### config.mk
export PLATFORM = sky130hd
export DESIGN_NAME = bccs_config_space
export DESIGN_NICKNAME = d
export VERILOG_FILES = /design/src/bccs_pkg.sv /design/src/bccs_config_space.sv /design/src/bccs_capture_reg.sv
export SDC_FILE = /design/constraint.sdc
export NUM_CORES = 1
export LEC_CHECK = 0
export ABC_AREA = 1
export ABC_CLOCK_PERIOD_IN_PS = 1200
export BUFFER_PORTS_ARGS = -buffer_cell sky130_fd_sc_hd__buf_2
export CAP_MARGIN = 0
export CORE_ASPECT_RATIO = 1.1
export CORE_MARGIN = 2
export CORE_UTILIZATION = 40
export DETAILED_ROUTE_END_ITERATION = 10
export GPL_ROUTABILITY_DRIVEN = 0
export PLACE_DENSITY = 0.73
export SLEW_MARGIN = 30
export SYNTH_ARGS = -nofsm -noshare
export SYNTH_HDL_FRONTEND = slang
export SYNTH_HIERARCHICAL = 1
export SYNTH_SLANG_ARGS = --single-unit
export TNS_END_PERCENT = 20
### constraint.sdc
create_clock -name clk_sys -period 1.2 [get_ports clk_sys]
set_clock_uncertainty 0.15 [all_clocks]
set_input_delay 0 -clock clk_sys [delete_from_list [all_inputs] [get_ports clk_sys]]
set_output_delay 0 -clock clk_sys [all_outputs]
set_load 0.02 [all_outputs]
### src/bccs_pkg.sv
package bccs_pkg;

  // ****************************************
  // bus geometry
  // ****************************************
  localparam int          BCCS_ADDR_W          = 8;
  localparam int          BCCS_DATA_W          = 32;
  localparam int          BCCS_STRB_W          = 4;
  localparam logic [1:0]  BCCS_RESP_OKAY       = 2'h0;
  localparam logic [1:0]  BCCS_RESP_SLVERR     = 2'h2;

  // ****************************************
  // register byte offsets
  // ****************************************
  localparam logic [7:0]  BCCS_OFS_SUBSYS_HDR  = 8'hA8;
  localparam logic [7:0]  BCCS_OFS_CARD_IDENT  = 8'hAC;
  localparam logic [7:0]  BCCS_OFS_EXPRESS_HDR = 8'hB0;
  localparam logic [7:0]  BCCS_OFS_DEVCAP      = 8'hB4;

  // ****************************************
  // subsystem identification header
  // ****************************************
  localparam logic [7:0]  BCCS_SUBSYS_CAP_ID   = 8'h0D;
  localparam logic [7:0]  BCCS_NEXT_TO_EXPRESS = 8'hB0;
  localparam logic [7:0]  BCCS_NEXT_TO_SLOT_ID = 8'hA0;
  localparam logic [15:0] BCCS_SUBSYS_RSVD     = 16'h0000;

  // ****************************************
  // express capability header
  // ****************************************
  localparam logic [7:0]  BCCS_EXPRESS_CAP_ID  = 8'h10;
  localparam logic [7:0]  BCCS_NEXT_TO_VPD     = 8'hD8;
  localparam logic [3:0]  BCCS_CAP_VERSION     = 4'h1;
  localparam logic [3:0]  BCCS_PORT_FWD        = 4'h7;
  localparam logic [3:0]  BCCS_PORT_REV        = 4'h8;
  localparam logic [4:0]  BCCS_INT_MSG_NUM     = 5'h00;
  localparam logic [1:0]  BCCS_EXPRESS_RSVD    = 2'h0;

  // ****************************************
  // device capability fields
  // ****************************************
  localparam logic [2:0]  BCCS_MAX_PAYLOAD     = 3'h1;
  localparam logic [1:0]  BCCS_PHANTOM_FUNCS   = 2'h0;
  localparam logic        BCCS_TAG_8BIT        = 1'b1;
  localparam logic [2:0]  BCCS_L0S_LATENCY     = 3'h0;
  localparam logic [2:0]  BCCS_L1_LATENCY      = 3'h0;
  localparam logic [2:0]  BCCS_DEVCAP_RSVD_LO  = 3'h0;
  localparam logic [3:0]  BCCS_DEVCAP_RSVD_HI  = 4'h0;
  localparam int          BCCS_PWR_VALUE_W     = 8;
  localparam int          BCCS_PWR_SCALE_W     = 2;
  localparam logic [7:0]  BCCS_PWR_VALUE_RST   = 8'h00;
  localparam logic [1:0]  BCCS_PWR_SCALE_RST   = 2'h0;

  // arbitrary neutral identity values
  localparam logic [15:0] BCCS_CARD_MAKER_DEF  = 16'h5A5A;
  localparam logic [15:0] BCCS_CARD_IDENT_DEF  = 16'hA5A5;

  typedef enum logic {BCCS_WR_COLLECT, BCCS_WR_ANSWER} bccs_wr_state_t;
  typedef enum logic {BCCS_RD_WAIT, BCCS_RD_ANSWER} bccs_rd_state_t;

endpackage

### src/bccs_config_space.sv
// Contract
// - The subsystem identification header byte reads the constant 0Dh in bits 7:0.
// - Its link pointer reads B0h by default and A0h while slot identification is enabled.
// - A read-only 16-bit card maker ident sits in bits 15:0 and card ident in bits 31:16.
// - The express capability header byte reads the constant 10h.
// - The express capability link pointer reads D8h.
// - Port type in bits 23:20 reads 7h as forward bridge and 8h as reverse bridge.
// - Slot implemented bit 24 reads 0 forward and 1 reverse.
// - Phantom function field bits 4:3 reads 00.
// - Bit 5 of the device capability word reads 1 for 8-bit tags.
// - The L0s acceptable latency field bits 8:6 reads 000.
// - The L1 acceptable latency field bits 11:9 reads 000.
// - Attention button bit 12 reads 1 only with strapped hot-plug in forward mode.
// - Attention and power indicator bits 13 and 14 read 1 with strapped hot-plug forward.
// - Power limit value bits 25:18 load from each power limit message and reset to zero.
// - Power limit scale bits 27:26 load from the same message and reset to zero.
`timescale 1ns/10ps
module bccs_config_space
  import bccs_pkg::*;
#(
  parameter logic [15:0] CARD_MAKER_IDENT = BCCS_CARD_MAKER_DEF,
  parameter logic [15:0] CARD_IDENT       = BCCS_CARD_IDENT_DEF
) (
  input  wire logic                        clk_sys,
  input  wire logic                        rst,
  // axi4-lite slave
  input  wire logic [BCCS_ADDR_W-1:0]      s_axi_awaddr,
  input  wire logic [2:0]                  s_axi_awprot,
  input  wire logic                        s_axi_awvalid,
  output logic                             s_axi_awready,
  input  wire logic [BCCS_DATA_W-1:0]      s_axi_wdata,
  input  wire logic [BCCS_STRB_W-1:0]      s_axi_wstrb,
  input  wire logic                        s_axi_wvalid,
  output logic                             s_axi_wready,
  output logic [1:0]                       s_axi_bresp,
  output logic                             s_axi_bvalid,
  input  wire logic                        s_axi_bready,
  input  wire logic [BCCS_ADDR_W-1:0]      s_axi_araddr,
  input  wire logic [2:0]                  s_axi_arprot,
  input  wire logic                        s_axi_arvalid,
  output logic                             s_axi_arready,
  output logic [BCCS_DATA_W-1:0]           s_axi_rdata,
  output logic [1:0]                       s_axi_rresp,
  output logic                             s_axi_rvalid,
  input  wire logic                        s_axi_rready,
  // bridge side
  input  wire logic                        reverse_bridge_strap,
  input  wire logic                        hotplug_strap,
  input  wire logic                        slot_ident_enable,
  input  wire logic                        power_limit_msg,
  input  wire logic [BCCS_PWR_VALUE_W-1:0] power_limit_value,
  input  wire logic [BCCS_PWR_SCALE_W-1:0] power_limit_scale,
  output logic [BCCS_PWR_VALUE_W-1:0]      captured_power_value,
  output logic [BCCS_PWR_SCALE_W-1:0]      captured_power_scale,
  output logic                             reverse_mode
);

  // ****************************************
  // strap capture
  // ****************************************
  logic strap_reverse;
  logic strap_hotplug;

  // straps follow the pins while reset is held and freeze at release,
  // so a pin that moves later cannot change the reported personality
  always_ff @(posedge clk_sys) begin
    if (rst) begin
      strap_reverse <= reverse_bridge_strap;
      strap_hotplug <= hotplug_strap;
    end
  end

  always_ff @(posedge clk_sys) begin
    if (rst) begin
      reverse_mode <= 1'b0;
    end else begin
      reverse_mode <= strap_reverse;
    end
  end

  // ****************************************
  // slot power limit capture
  // ****************************************
  logic [BCCS_PWR_VALUE_W-1:0] pwr_value;
  logic [BCCS_PWR_SCALE_W-1:0] pwr_scale;

  bccs_capture_reg #(
    .WIDTH     (BCCS_PWR_VALUE_W),
    .RST_VALUE (BCCS_PWR_VALUE_RST)
  ) u_pwr_value (
    .clk_sys (clk_sys),
    .rst     (rst),
    .load    (power_limit_msg),
    .din     (power_limit_value),
    .q       (pwr_value)
  );

  bccs_capture_reg #(
    .WIDTH     (BCCS_PWR_SCALE_W),
    .RST_VALUE (BCCS_PWR_SCALE_RST)
  ) u_pwr_scale (
    .clk_sys (clk_sys),
    .rst     (rst),
    .load    (power_limit_msg),
    .din     (power_limit_scale),
    .q       (pwr_scale)
  );

  always_ff @(posedge clk_sys) begin
    if (rst) begin
      captured_power_value <= BCCS_PWR_VALUE_RST;
      captured_power_scale <= BCCS_PWR_SCALE_RST;
    end else begin
      captured_power_value <= pwr_value;
      captured_power_scale <= pwr_scale;
    end
  end

  // ****************************************
  // field assembly
  // ****************************************
  wire logic       hotplug_fwd;
  wire logic [7:0] subsys_next;
  wire logic [3:0] port_type;
  wire logic       slot_impl;
  wire logic       attn_button;
  wire logic       attn_indicator;
  wire logic       power_indicator;

  assign subsys_next     = slot_ident_enable ? BCCS_NEXT_TO_SLOT_ID
                                             : BCCS_NEXT_TO_EXPRESS;
  assign port_type       = strap_reverse ? BCCS_PORT_REV : BCCS_PORT_FWD;
  assign slot_impl       = strap_reverse;
  // hot-plug is a forward-bridge feature; a reverse bridge reports none
  assign hotplug_fwd     = strap_hotplug & ~strap_reverse;
  assign attn_button     = hotplug_fwd;
  assign attn_indicator  = hotplug_fwd;
  assign power_indicator = hotplug_fwd;

  wire logic [BCCS_DATA_W-1:0] word_subsys_hdr;
  wire logic [BCCS_DATA_W-1:0] word_card_ident;
  wire logic [BCCS_DATA_W-1:0] word_express_hdr;
  wire logic [BCCS_DATA_W-1:0] word_devcap;

  assign word_subsys_hdr  = {BCCS_SUBSYS_RSVD,
                             subsys_next,
                             BCCS_SUBSYS_CAP_ID};
  assign word_card_ident  = {CARD_IDENT, CARD_MAKER_IDENT};
  assign word_express_hdr = {BCCS_EXPRESS_RSVD,
                             BCCS_INT_MSG_NUM,
                             slot_impl,
                             port_type,
                             BCCS_CAP_VERSION,
                             BCCS_NEXT_TO_VPD,
                             BCCS_EXPRESS_CAP_ID};
  assign word_devcap      = {BCCS_DEVCAP_RSVD_HI,
                             pwr_scale,
                             pwr_value,
                             BCCS_DEVCAP_RSVD_LO,
                             power_indicator,
                             attn_indicator,
                             attn_button,
                             BCCS_L1_LATENCY,
                             BCCS_L0S_LATENCY,
                             BCCS_TAG_8BIT,
                             BCCS_PHANTOM_FUNCS,
                             BCCS_MAX_PAYLOAD};

  // ****************************************
  // address decode
  // ****************************************
  wire logic                   rd_hit_subsys;
  wire logic                   rd_hit_card;
  wire logic                   rd_hit_express;
  wire logic                   rd_hit_devcap;
  wire logic                   rd_hit;
  wire logic [BCCS_DATA_W-1:0] rd_word;
  wire logic [1:0]             rd_resp;

  assign rd_hit_subsys  = (s_axi_araddr == BCCS_OFS_SUBSYS_HDR);
  assign rd_hit_card    = (s_axi_araddr == BCCS_OFS_CARD_IDENT);
  assign rd_hit_express = (s_axi_araddr == BCCS_OFS_EXPRESS_HDR);
  assign rd_hit_devcap  = (s_axi_araddr == BCCS_OFS_DEVCAP);
  assign rd_hit         = rd_hit_subsys | rd_hit_card | rd_hit_express | rd_hit_devcap;

  // one-hot and-or select; an unmapped address reads zero
  assign rd_word = ({BCCS_DATA_W{rd_hit_subsys}}  & word_subsys_hdr)
                 | ({BCCS_DATA_W{rd_hit_card}}    & word_card_ident)
                 | ({BCCS_DATA_W{rd_hit_express}} & word_express_hdr)
                 | ({BCCS_DATA_W{rd_hit_devcap}}  & word_devcap);
  assign rd_resp = rd_hit ? BCCS_RESP_OKAY : BCCS_RESP_SLVERR;

  logic [BCCS_ADDR_W-1:0] wr_addr;
  wire logic              wr_hit;
  wire logic [1:0]        wr_resp;

  assign wr_hit  = (wr_addr == BCCS_OFS_SUBSYS_HDR)
                 | (wr_addr == BCCS_OFS_CARD_IDENT)
                 | (wr_addr == BCCS_OFS_EXPRESS_HDR)
                 | (wr_addr == BCCS_OFS_DEVCAP);
  // mapped writes complete cleanly but store nothing
  assign wr_resp = wr_hit ? BCCS_RESP_OKAY : BCCS_RESP_SLVERR;

  // ****************************************
  // write channel
  // ****************************************
  bccs_wr_state_t wr_state;
  bccs_wr_state_t next_wr_state;
  logic           aw_held;
  logic           w_held;

  wire logic aw_take;
  wire logic w_take;
  wire logic b_take;
  wire logic aw_have;
  wire logic w_have;

  assign aw_take = s_axi_awvalid & s_axi_awready;
  assign w_take  = s_axi_wvalid & s_axi_wready;
  assign b_take  = s_axi_bvalid & s_axi_bready;
  assign aw_have = aw_held | aw_take;
  assign w_have  = w_held | w_take;

  always_comb begin
    next_wr_state = wr_state;
    case (wr_state)
      BCCS_WR_COLLECT: begin
        if (aw_held & w_held) begin
          next_wr_state = BCCS_WR_ANSWER;
        end
      end
      BCCS_WR_ANSWER: begin
        if (b_take) begin
          next_wr_state = BCCS_WR_COLLECT;
        end
      end
      default: begin
        next_wr_state = BCCS_WR_COLLECT;
      end
    endcase
  end

  always_ff @(posedge clk_sys) begin
    if (rst) begin
      wr_state <= BCCS_WR_COLLECT;
    end else begin
      wr_state <= next_wr_state;
    end
  end

  // address and data are held independently, in either order
  always_ff @(posedge clk_sys) begin
    if (rst) begin
      aw_held <= 1'b0;
      w_held  <= 1'b0;
    end else if (b_take) begin
      aw_held <= 1'b0;
      w_held  <= 1'b0;
    end else begin
      aw_held <= aw_have;
      w_held  <= w_have;
    end
  end

  always_ff @(posedge clk_sys) begin
    if (rst) begin
      wr_addr <= '0;
    end else if (aw_take) begin
      wr_addr <= s_axi_awaddr;
    end
  end

  always_ff @(posedge clk_sys) begin
    if (rst) begin
      s_axi_awready <= 1'b0;
      s_axi_wready  <= 1'b0;
    end else if (b_take) begin
      s_axi_awready <= 1'b1;
      s_axi_wready  <= 1'b1;
    end else begin
      s_axi_awready <= ~aw_have & ~s_axi_bvalid;
      s_axi_wready  <= ~w_have & ~s_axi_bvalid;
    end
  end

  always_ff @(posedge clk_sys) begin
    if (rst) begin
      s_axi_bvalid <= 1'b0;
      s_axi_bresp  <= BCCS_RESP_OKAY;
    end else if (wr_state == BCCS_WR_COLLECT && aw_held && w_held) begin
      s_axi_bvalid <= 1'b1;
      s_axi_bresp  <= wr_resp;
    end else if (b_take) begin
      s_axi_bvalid <= 1'b0;
    end
  end

  // ****************************************
  // read channel
  // ****************************************
  bccs_rd_state_t rd_state;
  bccs_rd_state_t next_rd_state;

  wire logic ar_take;
  wire logic r_take;

  assign ar_take = s_axi_arvalid & s_axi_arready;
  assign r_take  = s_axi_rvalid & s_axi_rready;

  always_comb begin
    next_rd_state = rd_state;
    case (rd_state)
      BCCS_RD_WAIT: begin
        if (ar_take) begin
          next_rd_state = BCCS_RD_ANSWER;
        end
      end
      BCCS_RD_ANSWER: begin
        if (r_take) begin
          next_rd_state = BCCS_RD_WAIT;
        end
      end
      default: begin
        next_rd_state = BCCS_RD_WAIT;
      end
    endcase
  end

  always_ff @(posedge clk_sys) begin
    if (rst) begin
      rd_state <= BCCS_RD_WAIT;
    end else begin
      rd_state <= next_rd_state;
    end
  end

  always_ff @(posedge clk_sys) begin
    if (rst) begin
      s_axi_arready <= 1'b0;
    end else begin
      s_axi_arready <= (next_rd_state == BCCS_RD_WAIT);
    end
  end

  // the word is frozen at the address handshake so a power limit
  // message during the data phase cannot tear the answer
  always_ff @(posedge clk_sys) begin
    if (rst) begin
      s_axi_rvalid <= 1'b0;
      s_axi_rdata  <= '0;
      s_axi_rresp  <= BCCS_RESP_OKAY;
    end else if (ar_take) begin
      s_axi_rvalid <= 1'b1;
      s_axi_rdata  <= rd_word;
      s_axi_rresp  <= rd_resp;
    end else if (r_take) begin
      s_axi_rvalid <= 1'b0;
    end
  end

endmodule // bccs_config_space

### src/bccs_capture_reg.sv
`timescale 1ns/10ps
module bccs_capture_reg #(
  parameter int            WIDTH = 8,
  parameter logic [WIDTH-1:0] RST_VALUE = '0
) (
  input  wire logic             clk_sys,
  input  wire logic             rst,
  input  wire logic             load,
  input  wire logic [WIDTH-1:0] din,
  output logic      [WIDTH-1:0] q
);

  // every new message overwrites the previous capture
  always_ff @(posedge clk_sys) begin
    if (rst) begin
      q <= RST_VALUE;
    end else if (load) begin
      q <= din;
    end
  end

endmodule // bccs_capture_reg

==> report_table.html <==
<table>
<tr><th>Metric</th><th>Value</th></tr>
<tr><th colspan="2">Timing</th></tr>
<tr><td>Max-slew violations</td><td>0</td></tr>
<tr><td>Period utilisation layout</td><td>101%</td></tr>
<tr><td>Final Hold Vio Count</td><td>0</td></tr>
<tr><td>Final-report setup violation count</td><td>2</td></tr>
<tr><td>Post-route worst hold slack</td><td>9.63 ps</td></tr>
<tr><td>Final critical delay including setup and external delays</td><td>1220 ps</td></tr>
<tr><td>RSZ-0062 raised after global routing</td><td>yes</td></tr>
<tr><td>Final setup margin</td><td>-16.1 ps</td></tr>
<tr><td>Top achievable clock speed</td><td>822 MHz</td></tr>
<tr><th colspan="2">Cells and area</th></tr>
<tr><td>Ratio of cells with drive above 1 in the final layout</td><td>28.7%</td></tr>
<tr><td>Most frequent standard cell in the layout excluding fill and tap cells</td><td>sky130_fd_sc_hd__buf_2</td></tr>
<tr><td>Number of nets in the finished design</td><td>548</td></tr>
<tr><td>Relative area change from synthesis to final layout</td><td>41.4%</td></tr>
<tr><td>Commonest cells after routing, fill and taps aside</td><td>79 x sky130_fd_sc_hd__buf_2, 72 x sky130_fd_sc_hd__nand2_1, 58 x sky130_fd_sc_hd__nor2_1, 58 x sky130_fd_sc_hd__dfxtp_1, 44 x sky130_fd_sc_hd__inv_1</td></tr>
<tr><td>Diodes inserted</td><td>0</td></tr>
<tr><td>Count of fill cells added during filler insertion</td><td>567</td></tr>
<tr><th colspan="2">CTS</th></tr>
<tr><td>Number of sinks driven by the clock tree</td><td>61</td></tr>
<tr><td>Clock insertion delay at the later pin of the skew report</td><td>350 ps</td></tr>
<tr><td>Num CTS Buffers</td><td>9</td></tr>
<tr><td>Clock buffer depth</td><td>2</td></tr>
<tr><td>CTS Root Buffer Type</td><td>sky130_fd_sc_hd__clkbuf_8</td></tr>
<tr><td>H-tree levels</td><td>3</td></tr>
<tr><td>TritonCTS clock tree</td><td>done</td></tr>
<tr><td>Clock transition at the registers of the reported paths</td><td>70 ps</td></tr>
<tr><th colspan="2">Die</th></tr>
<tr><td>Initial standard-cell utilization of the core</td><td>41.2%</td></tr>
<tr><td>Core Footprint</td><td>6160 µm²</td></tr>
<tr><td>Full die area</td><td>6990 µm²</td></tr>
<tr><td>Count of boundary I/O pins</td><td>131</td></tr>
<tr><td>Die X</td><td>79.9 µm</td></tr>
<tr><td>Placement Rows</td><td>30</td></tr>
<tr><td>Die Y</td><td>87.5 µm</td></tr>
<tr><th colspan="2">GRT</th></tr>
<tr><td>Overall track demand over capacity in global routing</td><td>18.7%</td></tr>
<tr><td>Vias in the first global route</td><td>2373</td></tr>
<tr><td>Wire length of the first global-routing pass</td><td>10.0 mm</td></tr>
<tr><td>Overflow after GRT</td><td>0</td></tr>
<tr><td>Antenna violations before repair</td><td>0</td></tr>
<tr><td>Maximum number of pins on one net before global-route repair</td><td>28</td></tr>
<tr><th colspan="2">Placement</th></tr>
<tr><td>HPWL after DPL</td><td>4.15 mm</td></tr>
<tr><td># port buffers</td><td>79</td></tr>
<tr><th colspan="2">Synth</th></tr>
<tr><td>Number of register bits inferred by synthesis</td><td>61</td></tr>
<tr><td>Synthesized instance count</td><td>349</td></tr>
<tr><td>Post-synthesis cell area</td><td>2530 µm²</td></tr>
<tr><td>Syn. warnings</td><td>6</td></tr>
<tr><td>Primary FF master, synth</td><td>sky130_fd_sc_hd__dfxtp_1</td></tr>
<tr><td>EDFF count, synth</td><td>2</td></tr>
<tr><td>Post-synthesis area per instance</td><td>7.26 µm²</td></tr>
<tr><td>Cell taking the most area after synthesis</td><td>sky130_fd_sc_hd__dfxtp_1</td></tr>
<tr><td>Async set or reset register ratio after synthesis</td><td>0%</td></tr>
<tr><td>Sequential fraction of the synthesis area</td><td>49.0%</td></tr>
<tr><td>Post-synthesis cell type count</td><td>24</td></tr>
<tr><td>Dominant cells by area after synthesis</td><td>sky130_fd_sc_hd__dfxtp_1 47%, sky130_fd_sc_hd__nand2_1 11%, sky130_fd_sc_hd__nor2_1 9.2%</td></tr>
<tr><td>Share of the synthesized area in the top cell type</td><td>46.6%</td></tr>
<tr><th colspan="2">Worst setup path</th></tr>
<tr><td>Worst reg2reg startpoint</td><td>s_axi_arready</td></tr>
<tr><td>Crit-path most repeated cell</td><td>sky130_fd_sc_hd__nand2_1</td></tr>
<tr><td>Crit path max-delay cell type</td><td>sky130_fd_sc_hd__dfxtp_4</td></tr>
<tr><td>Crit Path Max Fanout</td><td>23</td></tr>
<tr><td>Class of the most critical setup path</td><td>flip-flop to flip-flop</td></tr>
<tr><td>Type of element capturing the critical path</td><td>flip-flop</td></tr>
<tr><td>Worst setup slack for register-to-register paths</td><td>-20 ps</td></tr>
<tr><td>Worst-path cell chain</td><td>nand2_4 -&gt; inv_8 -&gt; nand2_1 -&gt; nor2_1 -&gt; nand2_1 -&gt; a21oi_1</td></tr>
<tr><td>Worst reg2reg path depth</td><td>6</td></tr>
<tr><td>Data arrival at the endpoint of the critical path</td><td>1340 ps</td></tr>
<tr><td>Sort of element at the start of the critical path</td><td>flip-flop</td></tr>
<tr><td>Count of buffer and inverter cells on the critical path</td><td>1</td></tr>
<tr><td>Reg-to-Reg End</td><td>s_axi_rresp[1]</td></tr>
<tr><td>Critical path's top delay family</td><td>simple AND/OR/NAND/NOR gates</td></tr>
<tr><td>Crit path required time</td><td>1320 ps</td></tr>
<tr><td>Delay of the slowest cell on the worst path</td><td>360 ps</td></tr>
<tr><th colspan="2">Power</th></tr>
<tr><td>Leakage power</td><td>1.85 nW</td></tr>
<tr><td>Power per standard cell area</td><td>1280 nW/µm²</td></tr>
<tr><td>Final Power</td><td>0.00457 W</td></tr>
<tr><td>Maximum vdd ir drop</td><td>743 µV</td></tr>
<tr><th colspan="2">Outcome</th></tr>
<tr><td>Run status</td><td>finished, violations left</td></tr>
<tr><td>Failing checks</td><td>setup timing</td></tr>
<tr><th colspan="2">Min path</th></tr>
<tr><td>Cell count of the worst hold path</td><td>3</td></tr>
<tr><td>Tightest Hold Check Type</td><td>input port to flip-flop</td></tr>
<tr><td>Min-Delay Endpoint</td><td>s_axi_arready</td></tr>
<tr><td>Worst Hold Launch</td><td>rst</td></tr>
<tr><th colspan="2">Drt</th></tr>
<tr><td>Drt first-iter violations</td><td>102</td></tr>
<tr><td>Overall via count from detail_route</td><td>2499</td></tr>
<tr><td>Average wire per standard cell</td><td>11.6 µm</td></tr>
<tr><td>Post-detailed-routing wire length</td><td>6.45 mm</td></tr>
<tr><td>Number of optimization iterations in the first detailed-route pass</td><td>4</td></tr>
<tr><td>Number of routed nets with antenna violations</td><td>0</td></tr>
<tr><td>Routed vias/inst</td><td>4.51</td></tr>
<tr><td>Drc violations</td><td>0</td></tr>
<tr><th colspan="2">Run</th></tr>
<tr><td>Number of violations of the max-capacitance limit</td><td>0</td></tr>
</table>
## metrics by stage
stage | setup slack, ps | TNS [ps] | cell area, µm² | utilization [%] | cells
after global placement | -36.0 | -121 | 2960 | 48.0 | 499
after detailed placement | -112 | -446 | 2960 | 48.0 | 499
after floorplan | 5.16 | 0 | 2570 | - | 356
after global routing | -81.3 | -474 | 3580 | 58.2 | 554
after CTS | -10.1 | -11.9 | 3500 | 56.9 | 550
final | -16.1 | -22.6 | 3580 | 58.2 | 554
## tightest hold or removal path, delay by kind of cell
| family | cells | cell delay (ps) |
|---|---|---|
| buffers and inverters | 2 | 360 |
| AND/OR/NAND/NOR | 1 | 120 |
## final cells by class
type                            instances  area (µm²)  area share (%)
Inverter                               49         194            5.41
Multi-Input combinational cell        221        1010            28.3
Clock buffer                           12         135            3.77
Tap cell                               80         100            2.79
Clock inverter                          4        50.0            1.40
Timing Repair Buffer                  127         845            23.6
Sequential cell                        61        1240            34.7
## flip-flops by register name, summed over array words and instances, names as in the netlist
signal / count
u_pwr_value/q: 8
s_axi_bresp: 1
s_axi_rresp: 1
wr_state: 1
captured_power_value: 8
s_axi_arready: 1
reverse_mode: 1
u_pwr_scale/q: 2
s_axi_wready: 1
slot_impl: 1
rd_state: 1
s_axi_rvalid: 1
s_axi_rdata: 20
captured_power_scale: 2
s_axi_awready: 1
s_axi_bvalid: 1
wr_addr: 7
strap_hotplug: 1
aw_held: 1
w_held: 1
## what timing repair did
item | 4_1_cts | 5_1_grt
gates resized for setup | 4 | 19
hold endpoints to repair | 43 | 0
buffers inserted | 1 | 4
pin swaps | 1 | 7
hold buffers | 34 | 0
endpoints found under the setup margin | 14 | 24
## Yosys cell counts, types with 5 or more instances
master	instances
sky130_fd_sc_hd__buf_2	6
sky130_fd_sc_hd__a21oi_1	16
sky130_fd_sc_hd__nand4_1	5
sky130_fd_sc_hd__nand2_1	77
sky130_fd_sc_hd__nand2_2	5
sky130_fd_sc_hd__nor2_1	62
sky130_fd_sc_hd__inv_1	46
sky130_fd_sc_hd__dfxtp_1	59
sky130_fd_sc_hd__nand3_1	19
sky130_fd_sc_hd__buf_4	14
sky130_fd_sc_hd__o21ai_0	16
## per-layer routing
metal | up-vias | routed length, µm | GRT usage (%)
met3 | 13 | 390 | 8.61
met4 | 0 | 137 | 5.39
met5 | - | 0 | 0
li1 | 1287 | - | -
met1 | 1120 | 2690 | 19.7
met2 | 79 | 3230 | 33.3
## where the power goes
| part | leakage [nW] | internal [W] | total (W) | switching [W] |
|---|---|---|---|---|
| registers | 0.504 | 0.00214 | 0.00220 | 0.0000550 |
| logic | 1.26 | 0.000261 | 0.000629 | 0.000368 |
| clock network | 0.0866 | 0.000957 | 0.00175 | 0.000790 |
## how the worst max path moves through the flow
stage,from,endpoint,depth (start not counted)
detailed placement,s_axi_arready,s_axi_rresp[1],6
global placement,s_axi_arready,s_axi_rdata[24],6
global route,slot_impl,s_axi_rdata[21],6
CTS,slot_impl,s_axi_rdata[14],5
floorplan,s_axi_arready,s_axi_rdata[23],7
finish,s_axi_arready,s_axi_rresp[1],6
## kinds of logic after synthesis
group	count (synthesis)	synth area share, %
other cells	1	0.148
compound gates	38	8.00
simple gates	175	28.6
buf+inv	74	14.2
flops	61	49.0
(Power assumes the default switching activity.)
